### config.mk
export PLATFORM = sky130hd
export DESIGN_NAME = ufei_endpoint_irq
export DESIGN_NICKNAME = d
export VERILOG_FILES = /design/src/rtl/ufei_pkg.sv /design/src/rtl/ufei_flag_reg.sv /design/src/rtl/ufei_endpoint_irq.sv
export SDC_FILE = /design/constraint.sdc
export NUM_CORES = 1
export LEC_CHECK = 0
export ABC_AREA = 1
export BUFFER_PORTS_ARGS = -buffer_cell sky130_fd_sc_hd__buf_2
export CELL_PAD_IN_SITES_DETAIL_PLACEMENT = 0
export CELL_PAD_IN_SITES_GLOBAL_PLACEMENT = 1
export CORE_UTILIZATION = 31
export DETAILED_ROUTE_END_ITERATION = 10
export GPL_TIMING_DRIVEN = 0
export HOLD_SLACK_MARGIN = 0.15
export PLACE_DENSITY = 0.78
export SYNTH_ARGS = -nofsm -noshare
export SYNTH_HDL_FRONTEND = slang
export SYNTH_HIERARCHICAL = 1
export SYNTH_SLANG_ARGS = --single-unit
### constraint.sdc
create_clock -name clk_in -period 1.4 [get_ports clk_in]
set_clock_uncertainty 0.15 [all_clocks]
set_input_delay 0.14 -clock clk_in [delete_from_list [all_inputs] [get_ports clk_in]]
set_output_delay 0.14 -clock clk_in [all_outputs]
set_load 0.005 [all_outputs]
### src/rtl/ufei_pkg.sv
// package: register map, field layout and carrier types for endpoint irqs
package ufei_pkg;
    localparam int unsigned NUM_EP = 6;
    localparam int unsigned LOW_EP = 4;
    localparam logic [7:0] ADDR_ENABLE_LOW = 8'hA2;
    localparam logic [7:0] ADDR_ENABLE_HIGH = 8'hA3;
    localparam logic [7:0] ADDR_FLAG_LOW = 8'hC0;
    localparam logic [7:0] ADDR_FLAG_HIGH = 8'hC1;
    localparam logic [7:0] RESET_ENABLE_LOW = 8'h00;
    localparam logic [7:0] RESET_ENABLE_HIGH = 8'h00;
    localparam logic [7:0] RESET_FLAG_LOW = 8'h00;
    localparam logic [7:0] RESET_FLAG_HIGH = 8'h00;
    // bit 2n is transmit-done, bit 2n+1 receive-done
    localparam int unsigned TX_BIT = 0;
    localparam int unsigned RX_BIT = 1;
    localparam logic [7:0] HIGH_IMPL_MASK = 8'h0F;
    // reset value of the irq output
    localparam logic RESET_IRQ = 1'b0;

    typedef enum logic [1:0] {
        UFEI_TOK_OUT,
        UFEI_TOK_IN,
        UFEI_TOK_SETUP,
        UFEI_TOK_NONE
    } ufei_token_t;

    // one transaction result from the serial interface engine
    typedef struct packed {
        logic valid;
        ufei_token_t token;
        logic [2:0] endpoint;
        logic isochronous;
        logic data_received;
        logic timeout;
        logic seq_pid_error;
        logic tx_loaded_sent;
        logic ack_received;
    } ufei_sie_event_t;

    // per-endpoint control bits from the endpoint control register
    typedef struct packed {
        logic reception_enable;
        logic receive_path_enable;
        logic receive_stall;
        logic transmission_enable;
        logic transmit_path_enable;
        logic transmit_stall;
    } ufei_ep_ctrl_t;

    // special function register access from the core
    typedef struct packed {
        logic wr;
        logic rd;
        logic [7:0] addr;
        logic [7:0] wdata;
    } ufei_sfr_req_t;
endpackage : ufei_pkg

### src/rtl/ufei_flag_reg.sv
// flag byte: hardware set, firmware write, set wins over clear
`timescale 1ns/1ns
module ufei_flag_reg (
    // clock and reset
    input wire logic clk_in,
    input wire logic srst_in,
    // firmware write
    input wire logic wr_in,
    input wire logic [7:0] wdata_in,
    input wire logic [7:0] mask_in,
    // hardware set pulses
    input wire logic [7:0] set_in,
    // stored flags
    output logic [7:0] flags_out
);
    typedef struct packed {
        logic [7:0] flags;
    } ufei_flag_state_t;

    ufei_flag_state_t state_reg;
    ufei_flag_state_t state_next;

    always_comb begin
        state_next = state_reg;
        if (wr_in) begin
            state_next.flags = wdata_in & mask_in;
        end
        state_next.flags = state_next.flags | (set_in & mask_in);
    end

    always_ff @(posedge clk_in) begin
        if (srst_in) begin
            state_reg.flags <= ufei_pkg::RESET_FLAG_LOW;
        end else begin
            state_reg <= state_next;
        end
    end

    assign flags_out = state_reg.flags;
endmodule : ufei_flag_reg

### src/rtl/ufei_endpoint_irq.sv
// endpoint receive/transmit done flags, enables and shared irq request
//
// Function
// - Each endpoint has rx-done and tx-done; isochronous never sets them.
// - Rx-done needs valid SETUP or OUT to endpoint with reception enabled.
// - OUT needs receive enable 1 and stall 0; SETUP bypasses both.
// - Rx-done on data without time-out or sequence PID error; others ignored.
// - Tx-done needs valid IN to endpoint with transmission enabled.
// - Tx-done also needs transmit enable 1 and transmit stall 0.
// - Tx-done needs loaded packet sent for the IN; FIFO errors ignored.
// - Tx-done set only after host ACK or engine time-out.
// - Flag bit 1 means pending, 0 means inactive.
// - Enable 1 lets flag interrupt; 0 blocks but flag still records.
// - Nothing reaches the CPU unless the USB function gate is set.
// - Low enable: bit 2n+1 endpoint n receive, bit 2n transmit.
// - High registers hold endpoints 4 and 5 in bits 3..0; 7:4 reserved.
// - Vector choice is the CPU's; flags never cleared on vectoring.
// - Priority 9 lives in the CPU priority logic, outside this block.
`timescale 1ns/1ns
module ufei_endpoint_irq (
    // clock and reset
    input wire logic clk_in,
    input wire logic srst_in,
    // special function register access
    input wire ufei_pkg::ufei_sfr_req_t sfr_in,
    output logic [7:0] sfr_rdata_out,
    output logic sfr_hit_out,
    // serial interface engine transaction results
    input wire ufei_pkg::ufei_sie_event_t sie_event_in,
    // endpoint control bits, one set per endpoint
    input wire ufei_pkg::ufei_ep_ctrl_t [ufei_pkg::NUM_EP-1:0] ep_ctrl_in,
    // usb function gate bit from the usb irq enable register
    input wire logic usb_function_irq_gate_in,
    // shared interrupt request to the CPU
    output logic function_irq_out
);
    typedef struct packed {
        logic [7:0] enable_low;
        logic [7:0] enable_high;
        logic [7:0] rdata;
        logic hit;
        logic irq;
    } ufei_state_t;

    ufei_state_t state_reg;
    ufei_state_t state_next;
    logic [2*ufei_pkg::NUM_EP-1:0] set_pulse;
    logic [2*ufei_pkg::NUM_EP-1:0] flag_all;
    logic [7:0] flag_low;
    logic [7:0] flag_high;
    logic [7:0] set_high;
    logic rx_ok;
    logic tx_ok;

    function automatic logic addr_is(input logic [7:0] a,
                                     input logic [7:0] b);
        addr_is = (a == b);
    endfunction : addr_is

    // crc, stuffing and fifo errors do not block
    assign rx_ok = sie_event_in.valid && !sie_event_in.isochronous
        && sie_event_in.data_received && !sie_event_in.timeout
        && !sie_event_in.seq_pid_error;
    // packet loaded and sent, fifo errors ignored
    // ack or engine time-out completes it
    assign tx_ok = sie_event_in.valid && !sie_event_in.isochronous
        && (sie_event_in.token == ufei_pkg::UFEI_TOK_IN)
        && sie_event_in.tx_loaded_sent
        && (sie_event_in.ack_received || sie_event_in.timeout);

    generate
        for (genvar n = 0; n < ufei_pkg::NUM_EP; n++) begin : g_ep
            logic hit_ep;
            logic rx_tok_ok;
            assign hit_ep = (sie_event_in.endpoint == 3'(n));
            assign rx_tok_ok = ep_ctrl_in[n].reception_enable
                && ((sie_event_in.token == ufei_pkg::UFEI_TOK_SETUP)
                || ((sie_event_in.token == ufei_pkg::UFEI_TOK_OUT)
                && ep_ctrl_in[n].receive_path_enable
                && !ep_ctrl_in[n].receive_stall));
            assign set_pulse[2*n+ufei_pkg::RX_BIT] =
                hit_ep && rx_ok && rx_tok_ok;
            // transmit enable set and not stalled
            assign set_pulse[2*n+ufei_pkg::TX_BIT] = hit_ep && tx_ok
                && ep_ctrl_in[n].transmission_enable
                && ep_ctrl_in[n].transmit_path_enable
                && !ep_ctrl_in[n].transmit_stall;
        end
    endgenerate

    // endpoints 4 and 5 in the high byte
    assign set_high = {4'h0, set_pulse[2*ufei_pkg::NUM_EP-1:8]};

    ufei_flag_reg u_flag_low (
        .clk_in(clk_in),
        .srst_in(srst_in),
        .wr_in(sfr_in.wr && addr_is(sfr_in.addr, ufei_pkg::ADDR_FLAG_LOW)),
        .wdata_in(sfr_in.wdata),
        .mask_in(8'hFF),
        .set_in(set_pulse[7:0]),
        .flags_out(flag_low)
    );

    ufei_flag_reg u_flag_high (
        .clk_in(clk_in),
        .srst_in(srst_in),
        .wr_in(sfr_in.wr && addr_is(sfr_in.addr, ufei_pkg::ADDR_FLAG_HIGH)),
        .wdata_in(sfr_in.wdata),
        .mask_in(ufei_pkg::HIGH_IMPL_MASK),
        .set_in(set_high),
        .flags_out(flag_high)
    );

    assign flag_all = {flag_high[3:0], flag_low};

    always_comb begin
        state_next = state_reg;
        if (sfr_in.wr) begin
            if (addr_is(sfr_in.addr, ufei_pkg::ADDR_ENABLE_LOW)) begin
                state_next.enable_low = sfr_in.wdata;
            end else if (addr_is(sfr_in.addr,
                                 ufei_pkg::ADDR_ENABLE_HIGH)) begin
                state_next.enable_high =
                    sfr_in.wdata & ufei_pkg::HIGH_IMPL_MASK;
            end
        end
        state_next.hit = 1'b0;
        state_next.rdata = 8'h00;
        if (sfr_in.rd) begin
            if (addr_is(sfr_in.addr, ufei_pkg::ADDR_ENABLE_LOW)) begin
                state_next.hit = 1'b1;
                state_next.rdata = state_reg.enable_low;
            end else if (addr_is(sfr_in.addr,
                                 ufei_pkg::ADDR_ENABLE_HIGH)) begin
                state_next.hit = 1'b1;
                state_next.rdata = state_reg.enable_high;
            end else if (addr_is(sfr_in.addr,
                                 ufei_pkg::ADDR_FLAG_LOW)) begin
                state_next.hit = 1'b1;
                state_next.rdata = flag_low;
            end else if (addr_is(sfr_in.addr,
                                 ufei_pkg::ADDR_FLAG_HIGH)) begin
                state_next.hit = 1'b1;
                state_next.rdata = flag_high;
            end
        end
        // level request, no clear on vectoring
        // one shared request, priority decided by the cpu
        state_next.irq = usb_function_irq_gate_in && |(flag_all
            & {state_reg.enable_high[3:0], state_reg.enable_low});
    end

    always_ff @(posedge clk_in) begin
        if (srst_in) begin
            state_reg.enable_low <= ufei_pkg::RESET_ENABLE_LOW;
            state_reg.enable_high <= ufei_pkg::RESET_ENABLE_HIGH;
            state_reg.rdata <= 8'h00;
            state_reg.hit <= 1'b0;
            state_reg.irq <= ufei_pkg::RESET_IRQ;
        end else begin
            state_reg <= state_next;
        end
    end

    assign sfr_rdata_out = state_reg.rdata;
    assign sfr_hit_out = state_reg.hit;
    assign function_irq_out = state_reg.irq;
endmodule : ufei_endpoint_irq

==> results of run 1 <==
metrics by stage:
stage	setup slack (ns)	instance area (sq um)	power [mW]
floorplan	0.0156	2540	1.25
finish	0.0857	3330	2.12
global placement	-0.335	3060	1.40
detailed placement	-0.348	3060	1.40
global route	-0.0234	3330	2.25
CTS	0.0132	3270	2.14
worst paths after layout:
check	startpoint	end	depth (start not counted)
max reg2reg	u_flag_high/flags_out[1]	function_irq_out	6
max	sfr_in[17]	state_reg[21]	6
min reg2reg	state_reg[23]	state_reg[23]	2
min	sfr_in[16]	sfr_rdata_out[7]	5
synth_stat cells (all sizes together):
library cell / count / area share [%]
o2111ai: 1 / 0.36
nand2: 97 / 16
nor2: 57 / 11
nand4: 20 / 5.2
and2: 1 / 0.31
nor3b: 1 / 0.31
clkbuf: 1 / 0.16
nand3b: 6 / 1.9
o21ai: 8 / 1.7
conb: 2 / 0.31
dfxtp: 38 / 32
nor3: 7 / 1.5
buf: 14 / 4.9
a21oi: 5 / 1.0
nand3: 63 / 14
inv: 69 / 11
power groups by stage:
stage                     clock network [mW]  registers, mW  logic, mW
after global placement                     0           1.12      0.275
after floorplan                            0           1.12      0.133
after detailed placement                   0           1.12      0.277
after CTS                              0.742           1.10      0.306
after global routing                   0.794           1.10      0.358
final                                  0.711           1.10      0.315
layer usage:
layer | vias to the layer above | GRT usage, %
li1 | 1465 | -
met4 | 0 | 5.91
met5 | - | 0
met2 | 93 | 28.6
met3 | 11 | 2.88
met1 | 1072 | 20.9
cell families (layout without fill, tap and decap cells):
family / count (synthesis) / after routing / share of synthesized area, %
other: 2 / 36 / 0.311
and+or+nand+nor: 252 / 252 / 49.1
DFF: 38 / 38 / 31.5
buffers and inverters: 84 / 187 / 16.0
AOI/OAI and AO/OA: 14 / 14 / 3.06
layout make-up:
type | instances | area, sq um | share of cell area (%)
Multi-Input combinational cell | 302 | 1420 | 42.7
Sequential cell | 38 | 761 | 22.8
Timing Repair Buffer | 96 | 556 | 16.7
Inverter | 69 | 264 | 7.92
Buffer | 15 | 125 | 3.76
Tap cell | 99 | 124 | 3.72
Clock buffer | 5 | 68.8 | 2.07
Clock inverter | 2 | 10.0 | 0.300
cells in the final DEF, fill, tap and decap left out, types with 6 or more instances in the layout:
cell	synthesis	final
sky130_fd_sc_hd__nand2_1	94	93
sky130_fd_sc_hd__buf_2	1	79
sky130_fd_sc_hd__inv_1	64	64
sky130_fd_sc_hd__nand3_1	62	62
sky130_fd_sc_hd__nor2_1	50	49
sky130_fd_sc_hd__dfxtp_1	38	38
sky130_fd_sc_hd__conb_1	2	36
sky130_fd_sc_hd__nand4_1	20	20
sky130_fd_sc_hd__buf_4	9	14
sky130_fd_sc_hd__dlygate4sd3_1	0	12
sky130_fd_sc_hd__o21ai_0	8	8
sky130_fd_sc_hd__nor3_1	7	7
sky130_fd_sc_hd__nor2_4	3	6
sky130_fd_sc_hd__nand3b_1	6	6
worst reg2reg max path: cells and delay by family, from the launching register on:
kind	cells	cell delay, ns
flops	1	0.35
simple gates	4	0.33
compound gates	1	0.15
buf+inv	1	0.03
repair_timing:
| item | 4_1_cts | 5_1_grt |
|---|---|---|
| hold endpoints to repair | 38 | 0 |
| pin swaps | 1 | 3 |
| setup endpoints to repair | 16 | 16 |
| resized for setup | 2 | 5 |
| hold buffers | 12 | 0 |
| buffers inserted | 1 | 5 |
==> flow_results.xml, run 1 <==
<?xml version="1.0" encoding="UTF-8"?>
<metrics>
  <group name="outcome">
    <metric name="run_status" unit="">finished clean</metric>
  </group>
  <group name="power_and_ir_drop">
    <metric name="power.density" unit="nW/um^2">637</metric>
    <metric name="p_comb_share" unit="%">14.8</metric>
    <metric name="internal-power" unit="mW">1.57</metric>
    <metric name="power.clock.fraction" unit="%">33.5</metric>
    <metric name="switching_share" unit="%">26.2</metric>
    <metric name="max-vdd-ir-drop" unit="uV">273</metric>
    <metric name="p_seq_share" unit="%">51.7</metric>
    <metric name="p_leak" unit="nW">1.80</metric>
    <metric name="power.switching" unit="uW">556</metric>
  </group>
  <group name="clock_tree">
    <metric name="clk_root_buffer_cell" unit="">sky130_fd_sc_hd__clkbuf_8</metric>
    <metric name="cts_max_level" unit="">2</metric>
    <metric name="cts.clk_slew.worst_paths" unit="ns">0.07</metric>
    <metric name="cts_made_buffers" unit="">5</metric>
    <metric name="clk_latency" unit="ns">0.29</metric>
    <metric name="ctsLongestPathBuffers" unit="">2</metric>
    <metric name="tritoncts_num_sinks" unit="">38</metric>
    <metric name="tritoncts" unit="">done</metric>
  </group>
  <group name="route">
    <metric name="drt-pass1-iter-count" unit="">4</metric>
    <metric name="postRouteWirelength" unit="mm">6.45</metric>
    <metric name="routed-wl-met2" unit="mm">2.95</metric>
    <metric name="post_route_drc" unit="">0</metric>
    <metric name="drt_iter0_markers" unit="">145</metric>
    <metric name="routedLengthMet1" unit="mm">3.10</metric>
    <metric name="dr.max_layer_used" unit="">met4</metric>
    <metric name="route.vias.total" unit="">2641</metric>
    <metric name="detail_route_met3_wl" unit="um">298</metric>
    <metric name="post_drt_wl_per_cell" unit="um">10.3</metric>
    <metric name="postRouteAntennaNets" unit="">0</metric>
    <metric name="avgViaCountPerCell" unit="">4.22</metric>
  </group>
  <group name="logic_synthesis">
    <metric name="number_of_synthesized_register_bits" unit="">38</metric>
    <metric name="synth.yosys.seq_area_share" unit="%">31.5</metric>
    <metric name="syn-mean-instance-area" unit="sq um">6.19</metric>
    <metric name="synthesis.instances" unit="">390</metric>
    <metric name="synthesis.yosys.warnings" unit="">6</metric>
    <metric name="mappedNetlistArea" unit="sq um">2410</metric>
    <metric name="yosysUniqueCellTypes" unit="">26</metric>
  </group>
  <group name="finish">
    <metric name="syn2layout_area_growth" unit="%">38.1</metric>
    <metric name="num_antenna_cells" unit="">0</metric>
    <metric name="largest_register_ff_count" unit="">12</metric>
    <metric name="drive_gt1_share" unit="%">23.5</metric>
    <metric name="instances_no_fill" unit="">626</metric>
    <metric name="layout.core_utilization" unit="%">45.2</metric>
    <metric name="layout.nets" unit="">596</metric>
    <metric name="nFillCells" unit="">804</metric>
  </group>
  <group name="timing">
    <metric name="timing.hold.ws" unit="ns">0.122</metric>
    <metric name="finalMaxSlewViolations" unit="">0</metric>
    <metric name="finalWorstPathRequiredPeriod" unit="ns">1.31</metric>
    <metric name="timing.max_slew.rel_slack" unit="%">61.6</metric>
    <metric name="timing_worst_slew_pin_value" unit="ns">0.576</metric>
    <metric name="finalSetupViolCount" unit="">0</metric>
    <metric name="clock.fmax" unit="MHz">761</metric>
    <metric name="fin_crit_sh" unit="%">93.9</metric>
    <metric name="final.setup.tns" unit="ns">0</metric>
    <metric name="hold_viol_final" unit="">0</metric>
  </group>
  <group name="worst_setup_path">
    <metric name="timing.critical_path.required" unit="ns">1.43</metric>
    <metric name="crit_path_end_kind" unit="">flip-flop</metric>
    <metric name="timing.critical_path.buf_inv" unit="">3</metric>
    <metric name="kind_of_cell_adding_the_most_delay_to_the_critical_path" unit="">buffers and inverters</metric>
    <metric name="critPathMaxStageDelay" unit="ns">0.70</metric>
    <metric name="worstSetupStartpointType" unit="">input port</metric>
    <metric name="timing.critical_path.cells" unit="">buf_2, dlygate4sd3_1, nand3_4, buf_6, nor2_1, nor2_1</metric>
    <metric name="critical_path_peak_fanout" unit="">10</metric>
    <metric name="worst_path_most_repeated_cell" unit="">sky130_fd_sc_hd__nor2_1</metric>
    <metric name="worstSetupPathType" unit="">in -&gt; reg</metric>
    <metric name="r2r_slack" unit="ns">0.29</metric>
    <metric name="data_arrival_critical_path" unit="ns">1.35</metric>
    <metric name="crit_path_slowest_cell" unit="">sky130_fd_sc_hd__dlygate4sd3_1</metric>
  </group>
  <group name="floorplan">
    <metric name="core_area" unit="sq um">7370</metric>
    <metric name="floorplan.initialDensity" unit="%">32.7</metric>
    <metric name="die-height" unit="um">90.2</metric>
    <metric name="ios" unit="">79</metric>
    <metric name="fp-row-count" unit="">31</metric>
    <metric name="die_x" unit="um">90.2</metric>
    <metric name="die_area" unit="sq um">8140</metric>
  </group>
  <group name="placed_design">
    <metric name="port-buffer-count" unit="">78</metric>
    <metric name="dp_hpwl" unit="mm">5.10</metric>
    <metric name="global_placement_routability_congestion" unit="">0.728</metric>
    <metric name="dp.cells" unit="">601</metric>
  </group>
  <group name="global_route">
    <metric name="grt_overflow_total" unit="">0</metric>
    <metric name="gr-usage-all-layers" unit="%">16.7</metric>
    <metric name="vias_in_the_first_global_route" unit="">2387</metric>
    <metric name="grt_pass1_wl" unit="mm">10.9</metric>
    <metric name="antenna_found_initial" unit="">0</metric>
    <metric name="grt_max_degree" unit="">12</metric>
  </group>
  <group name="hold_path">
    <metric name="min_path_type" unit="">in -&gt; reg</metric>
  </group>
  <group name="job">
    <metric name="max_cap_violations" unit="">0</metric>
  </group>
</metrics>
No activity file was read; power rests on OpenSTA's default activity.
==> run 2, diff against run 1 <==
Settings changed: REMOVE_ABC_BUFFERS set to 1.
==> run 2 against run 1 <==
  * Non-clock buffer count decreased by 13
  * Register-to-register slack improved by 0.03 ns
  * Sequential share of layout area increased by 0.76 points
  * Sequential power about the same
  * Wire length decreased by 1.4%
  * Clock-buffer cell count unchanged
  * Highest routed layer unchanged
  * Combinational power decreased by 1%
==> flow_results.xml, run 2 (synthesized netlist as in run 1, its figures left out) <==
<?xml version="1.0" encoding="UTF-8"?>
<metrics>
  <group name="outcome">
    <metric name="run_status" unit="">finished clean</metric>
  </group>
  <group name="global_route">
    <metric name="grt_max_degree" unit="">19</metric>
    <metric name="antenna_found_initial" unit="">0</metric>
    <metric name="grt_overflow_total" unit="">0</metric>
    <metric name="grt_pass1_wl" unit="mm">10.7</metric>
    <metric name="vias_in_the_first_global_route" unit="">2386</metric>
    <metric name="gr-usage-all-layers" unit="%">16.2</metric>
  </group>
  <group name="finish">
    <metric name="final_cell_mix" unit="">93 x sky130_fd_sc_hd__nand2_1, 78 x sky130_fd_sc_hd__buf_2, 64 x sky130_fd_sc_hd__inv_1</metric>
    <metric name="instances_no_fill" unit="">613</metric>
    <metric name="num_antenna_cells" unit="">0</metric>
    <metric name="layout.nets" unit="">583</metric>
    <metric name="nFillCells" unit="">796</metric>
    <metric name="syn2layout_area_growth" unit="%">33.7</metric>
    <metric name="largest_register_ff_count" unit="">12</metric>
    <metric name="final_cell_area" unit="sq um">3220</metric>
    <metric name="drive_gt1_share" unit="%">21.6</metric>
    <metric name="final_common_cell" unit="">sky130_fd_sc_hd__nand2_1</metric>
  </group>
  <group name="timing">
    <metric name="fin_crit_sh" unit="%">91.2</metric>
    <metric name="finalSetupViolCount" unit="">0</metric>
    <metric name="clock.fmax" unit="MHz">783</metric>
    <metric name="timing.hold.ws" unit="ns">0.141</metric>
    <metric name="finalMaxSlewViolations" unit="">0</metric>
    <metric name="final.setup.tns" unit="ns">0</metric>
    <metric name="timing_worst_slew_pin_value" unit="ns">0.575</metric>
    <metric name="finalWorstPathRequiredPeriod" unit="ns">1.28</metric>
    <metric name="rsz0062_at_grt" unit="">no</metric>
    <metric name="timing.max_slew.rel_slack" unit="%">61.5</metric>
    <metric name="hold_viol_final" unit="">0</metric>
  </group>
  <group name="worst_setup_path">
    <metric name="critical_path_peak_fanout" unit="">8</metric>
    <metric name="data_arrival_critical_path" unit="ns">1.32</metric>
    <metric name="logic_depth_of_the_worst_path_buffers_included" unit="">5</metric>
    <metric name="r2r_slack" unit="ns">0.32</metric>
    <metric name="timing.critical_path.from" unit="">srst_in</metric>
    <metric name="worstSetupStartpointType" unit="">input port</metric>
    <metric name="timing.critical_path.cells" unit="">buf_2, dlygate4sd3_1, inv_4, nand2_1, inv_1</metric>
    <metric name="worst-r2r-cell-count" unit="">6</metric>
    <metric name="crit_path_slowest_cell" unit="">sky130_fd_sc_hd__dlygate4sd3_1</metric>
    <metric name="worstReg2RegEnd" unit="">function_irq_out</metric>
    <metric name="critPathMaxStageDelay" unit="ns">0.78</metric>
    <metric name="critical_path.reg2reg.startpoint" unit="">state_reg[18]</metric>
    <metric name="crit_path_end_kind" unit="">flip-flop</metric>
    <metric name="kind_of_cell_adding_the_most_delay_to_the_critical_path" unit="">buffers and inverters</metric>
    <metric name="timing.critical_path.buf_inv" unit="">4</metric>
    <metric name="worstSetupPathType" unit="">in -&gt; reg</metric>
    <metric name="timing.critical_path.required" unit="ns">1.44</metric>
    <metric name="crit_end" unit="">u_flag_high/flags_out[1]</metric>
  </group>
  <group name="placed_design">
    <metric name="global_placement_routability_congestion" unit="">0.757</metric>
    <metric name="placement.cell_area" unit="sq um">2930</metric>
    <metric name="dp.cells" unit="">586</metric>
    <metric name="dp_hpwl" unit="mm">4.92</metric>
    <metric name="port-buffer-count" unit="">78</metric>
  </group>
  <group name="clock_tree">
    <metric name="cts_made_buffers" unit="">5</metric>
    <metric name="tritoncts" unit="">done</metric>
    <metric name="cts_max_level" unit="">2</metric>
    <metric name="cts.clk_slew.worst_paths" unit="ns">0.07</metric>
    <metric name="tritoncts_num_sinks" unit="">38</metric>
    <metric name="ctsLongestPathBuffers" unit="">2</metric>
    <metric name="clk_root_buffer_cell" unit="">sky130_fd_sc_hd__clkbuf_8</metric>
    <metric name="clk_latency" unit="ns">0.29</metric>
  </group>
  <group name="floorplan">
    <metric name="fp-row-count" unit="">31</metric>
    <metric name="floorplan.initialDensity" unit="%">32.7</metric>
    <metric name="ios" unit="">79</metric>
    <metric name="die_area" unit="sq um">8140</metric>
    <metric name="core_area" unit="sq um">7370</metric>
    <metric name="die_x" unit="um">90.2</metric>
    <metric name="die-height" unit="um">90.2</metric>
  </group>
  <group name="power_and_ir_drop">
    <metric name="p_leak" unit="nW">1.71</metric>
    <metric name="power.density" unit="nW/um^2">656</metric>
    <metric name="fin_total_pwr" unit="mW">2.12</metric>
    <metric name="max-vdd-ir-drop" unit="uV">303</metric>
  </group>
  <group name="job">
    <metric name="max_cap_violations" unit="">0</metric>
  </group>
  <group name="route">
    <metric name="postRouteWirelength" unit="mm">6.36</metric>
    <metric name="drt-pass1-iter-count" unit="">4</metric>
    <metric name="drt_iter0_markers" unit="">144</metric>
    <metric name="route.vias.total" unit="">2614</metric>
    <metric name="avgViaCountPerCell" unit="">4.26</metric>
    <metric name="postRouteAntennaNets" unit="">0</metric>
    <metric name="post_drt_wl_per_cell" unit="um">10.4</metric>
    <metric name="post_route_drc" unit="">0</metric>
  </group>
  <group name="hold_path">
    <metric name="min_path_type" unit="">in -&gt; reg</metric>
  </group>
</metrics>
==> run 2: where the power goes <==
group	leakage [nW]	switching, mW	internal [mW]
clock	0.0438	0.376	0.334
sequential	0.307	0.00584	1.09
combinational	1.36	0.172	0.139
total	1.71	0.554	1.56
==> run 2: how the worst min path moves through the flow <==
stage | from | to | cells after the start
after floorplan | srst_in | state_reg[22] | 1
after global placement | sfr_in[2] | state_reg[20] | 3
after detailed placement | sfr_in[2] | state_reg[20] | 3
after CTS | sfr_in[16] | sfr_rdata_out[7] | 5
after global routing | sfr_in[16] | sfr_rdata_out[4] | 5
final | sfr_in[16] | sfr_rdata_out[5] | 5
==> run 2: worst register-to-register path, delay by kind of cell, from the launching register on <==
kind | cells | cell delay, ns
and+or+nand+nor | 3 | 0.33
DFF | 1 | 0.30
buffers and inverters | 2 | 0.11
AOI/OAI and AO/OA | 1 | 0.10
==> run 2: cell type report <==
| class | instances | area (sq um) | share of cell area, % |
|---|---|---|---|
| timing repair buffer | 98 | 576 | 17.9 |
| tap | 99 | 124 | 3.84 |
| clock inverter | 2 | 10.0 | 0.310 |
| inverter | 69 | 264 | 8.19 |
| clock buffer | 5 | 68.8 | 2.13 |
| multi-input combinational | 302 | 1420 | 44.1 |
| sequential | 38 | 761 | 23.6 |
==> run 2: through the flow <==
stage / setup WS (ns) / utilization [%]
CTS: 0.0744 / 43.5
finish: 0.123 / 43.8
global placement: -1.05 / 39.8
global route: 0.0188 / 43.8
detailed placement: -1.02 / 39.8
floorplan: -0.371 / -
==> run 2: metal layers <==
| layer | global-route usage [%] | up-vias | share of wire, % |
|---|---|---|---|
| li1 | - | 1438 | - |
| met4 | 5.91 | 0 | 1.8 |
| met5 | 0 | - | 0 |
| met2 | 27.7 | 98 | 45 |
| met3 | 2.96 | 8 | 5.5 |
| met1 | 20.3 | 1070 | 47 |
==> run 2: repair_timing <==
item                                    CTS  global route
gates resized for setup                   6             1
hold endpoints to repair                 33             0
hold buffers                             14             0
pin swaps                                 3             1
buffers inserted                          4             2
endpoints found under the setup margin   16            16
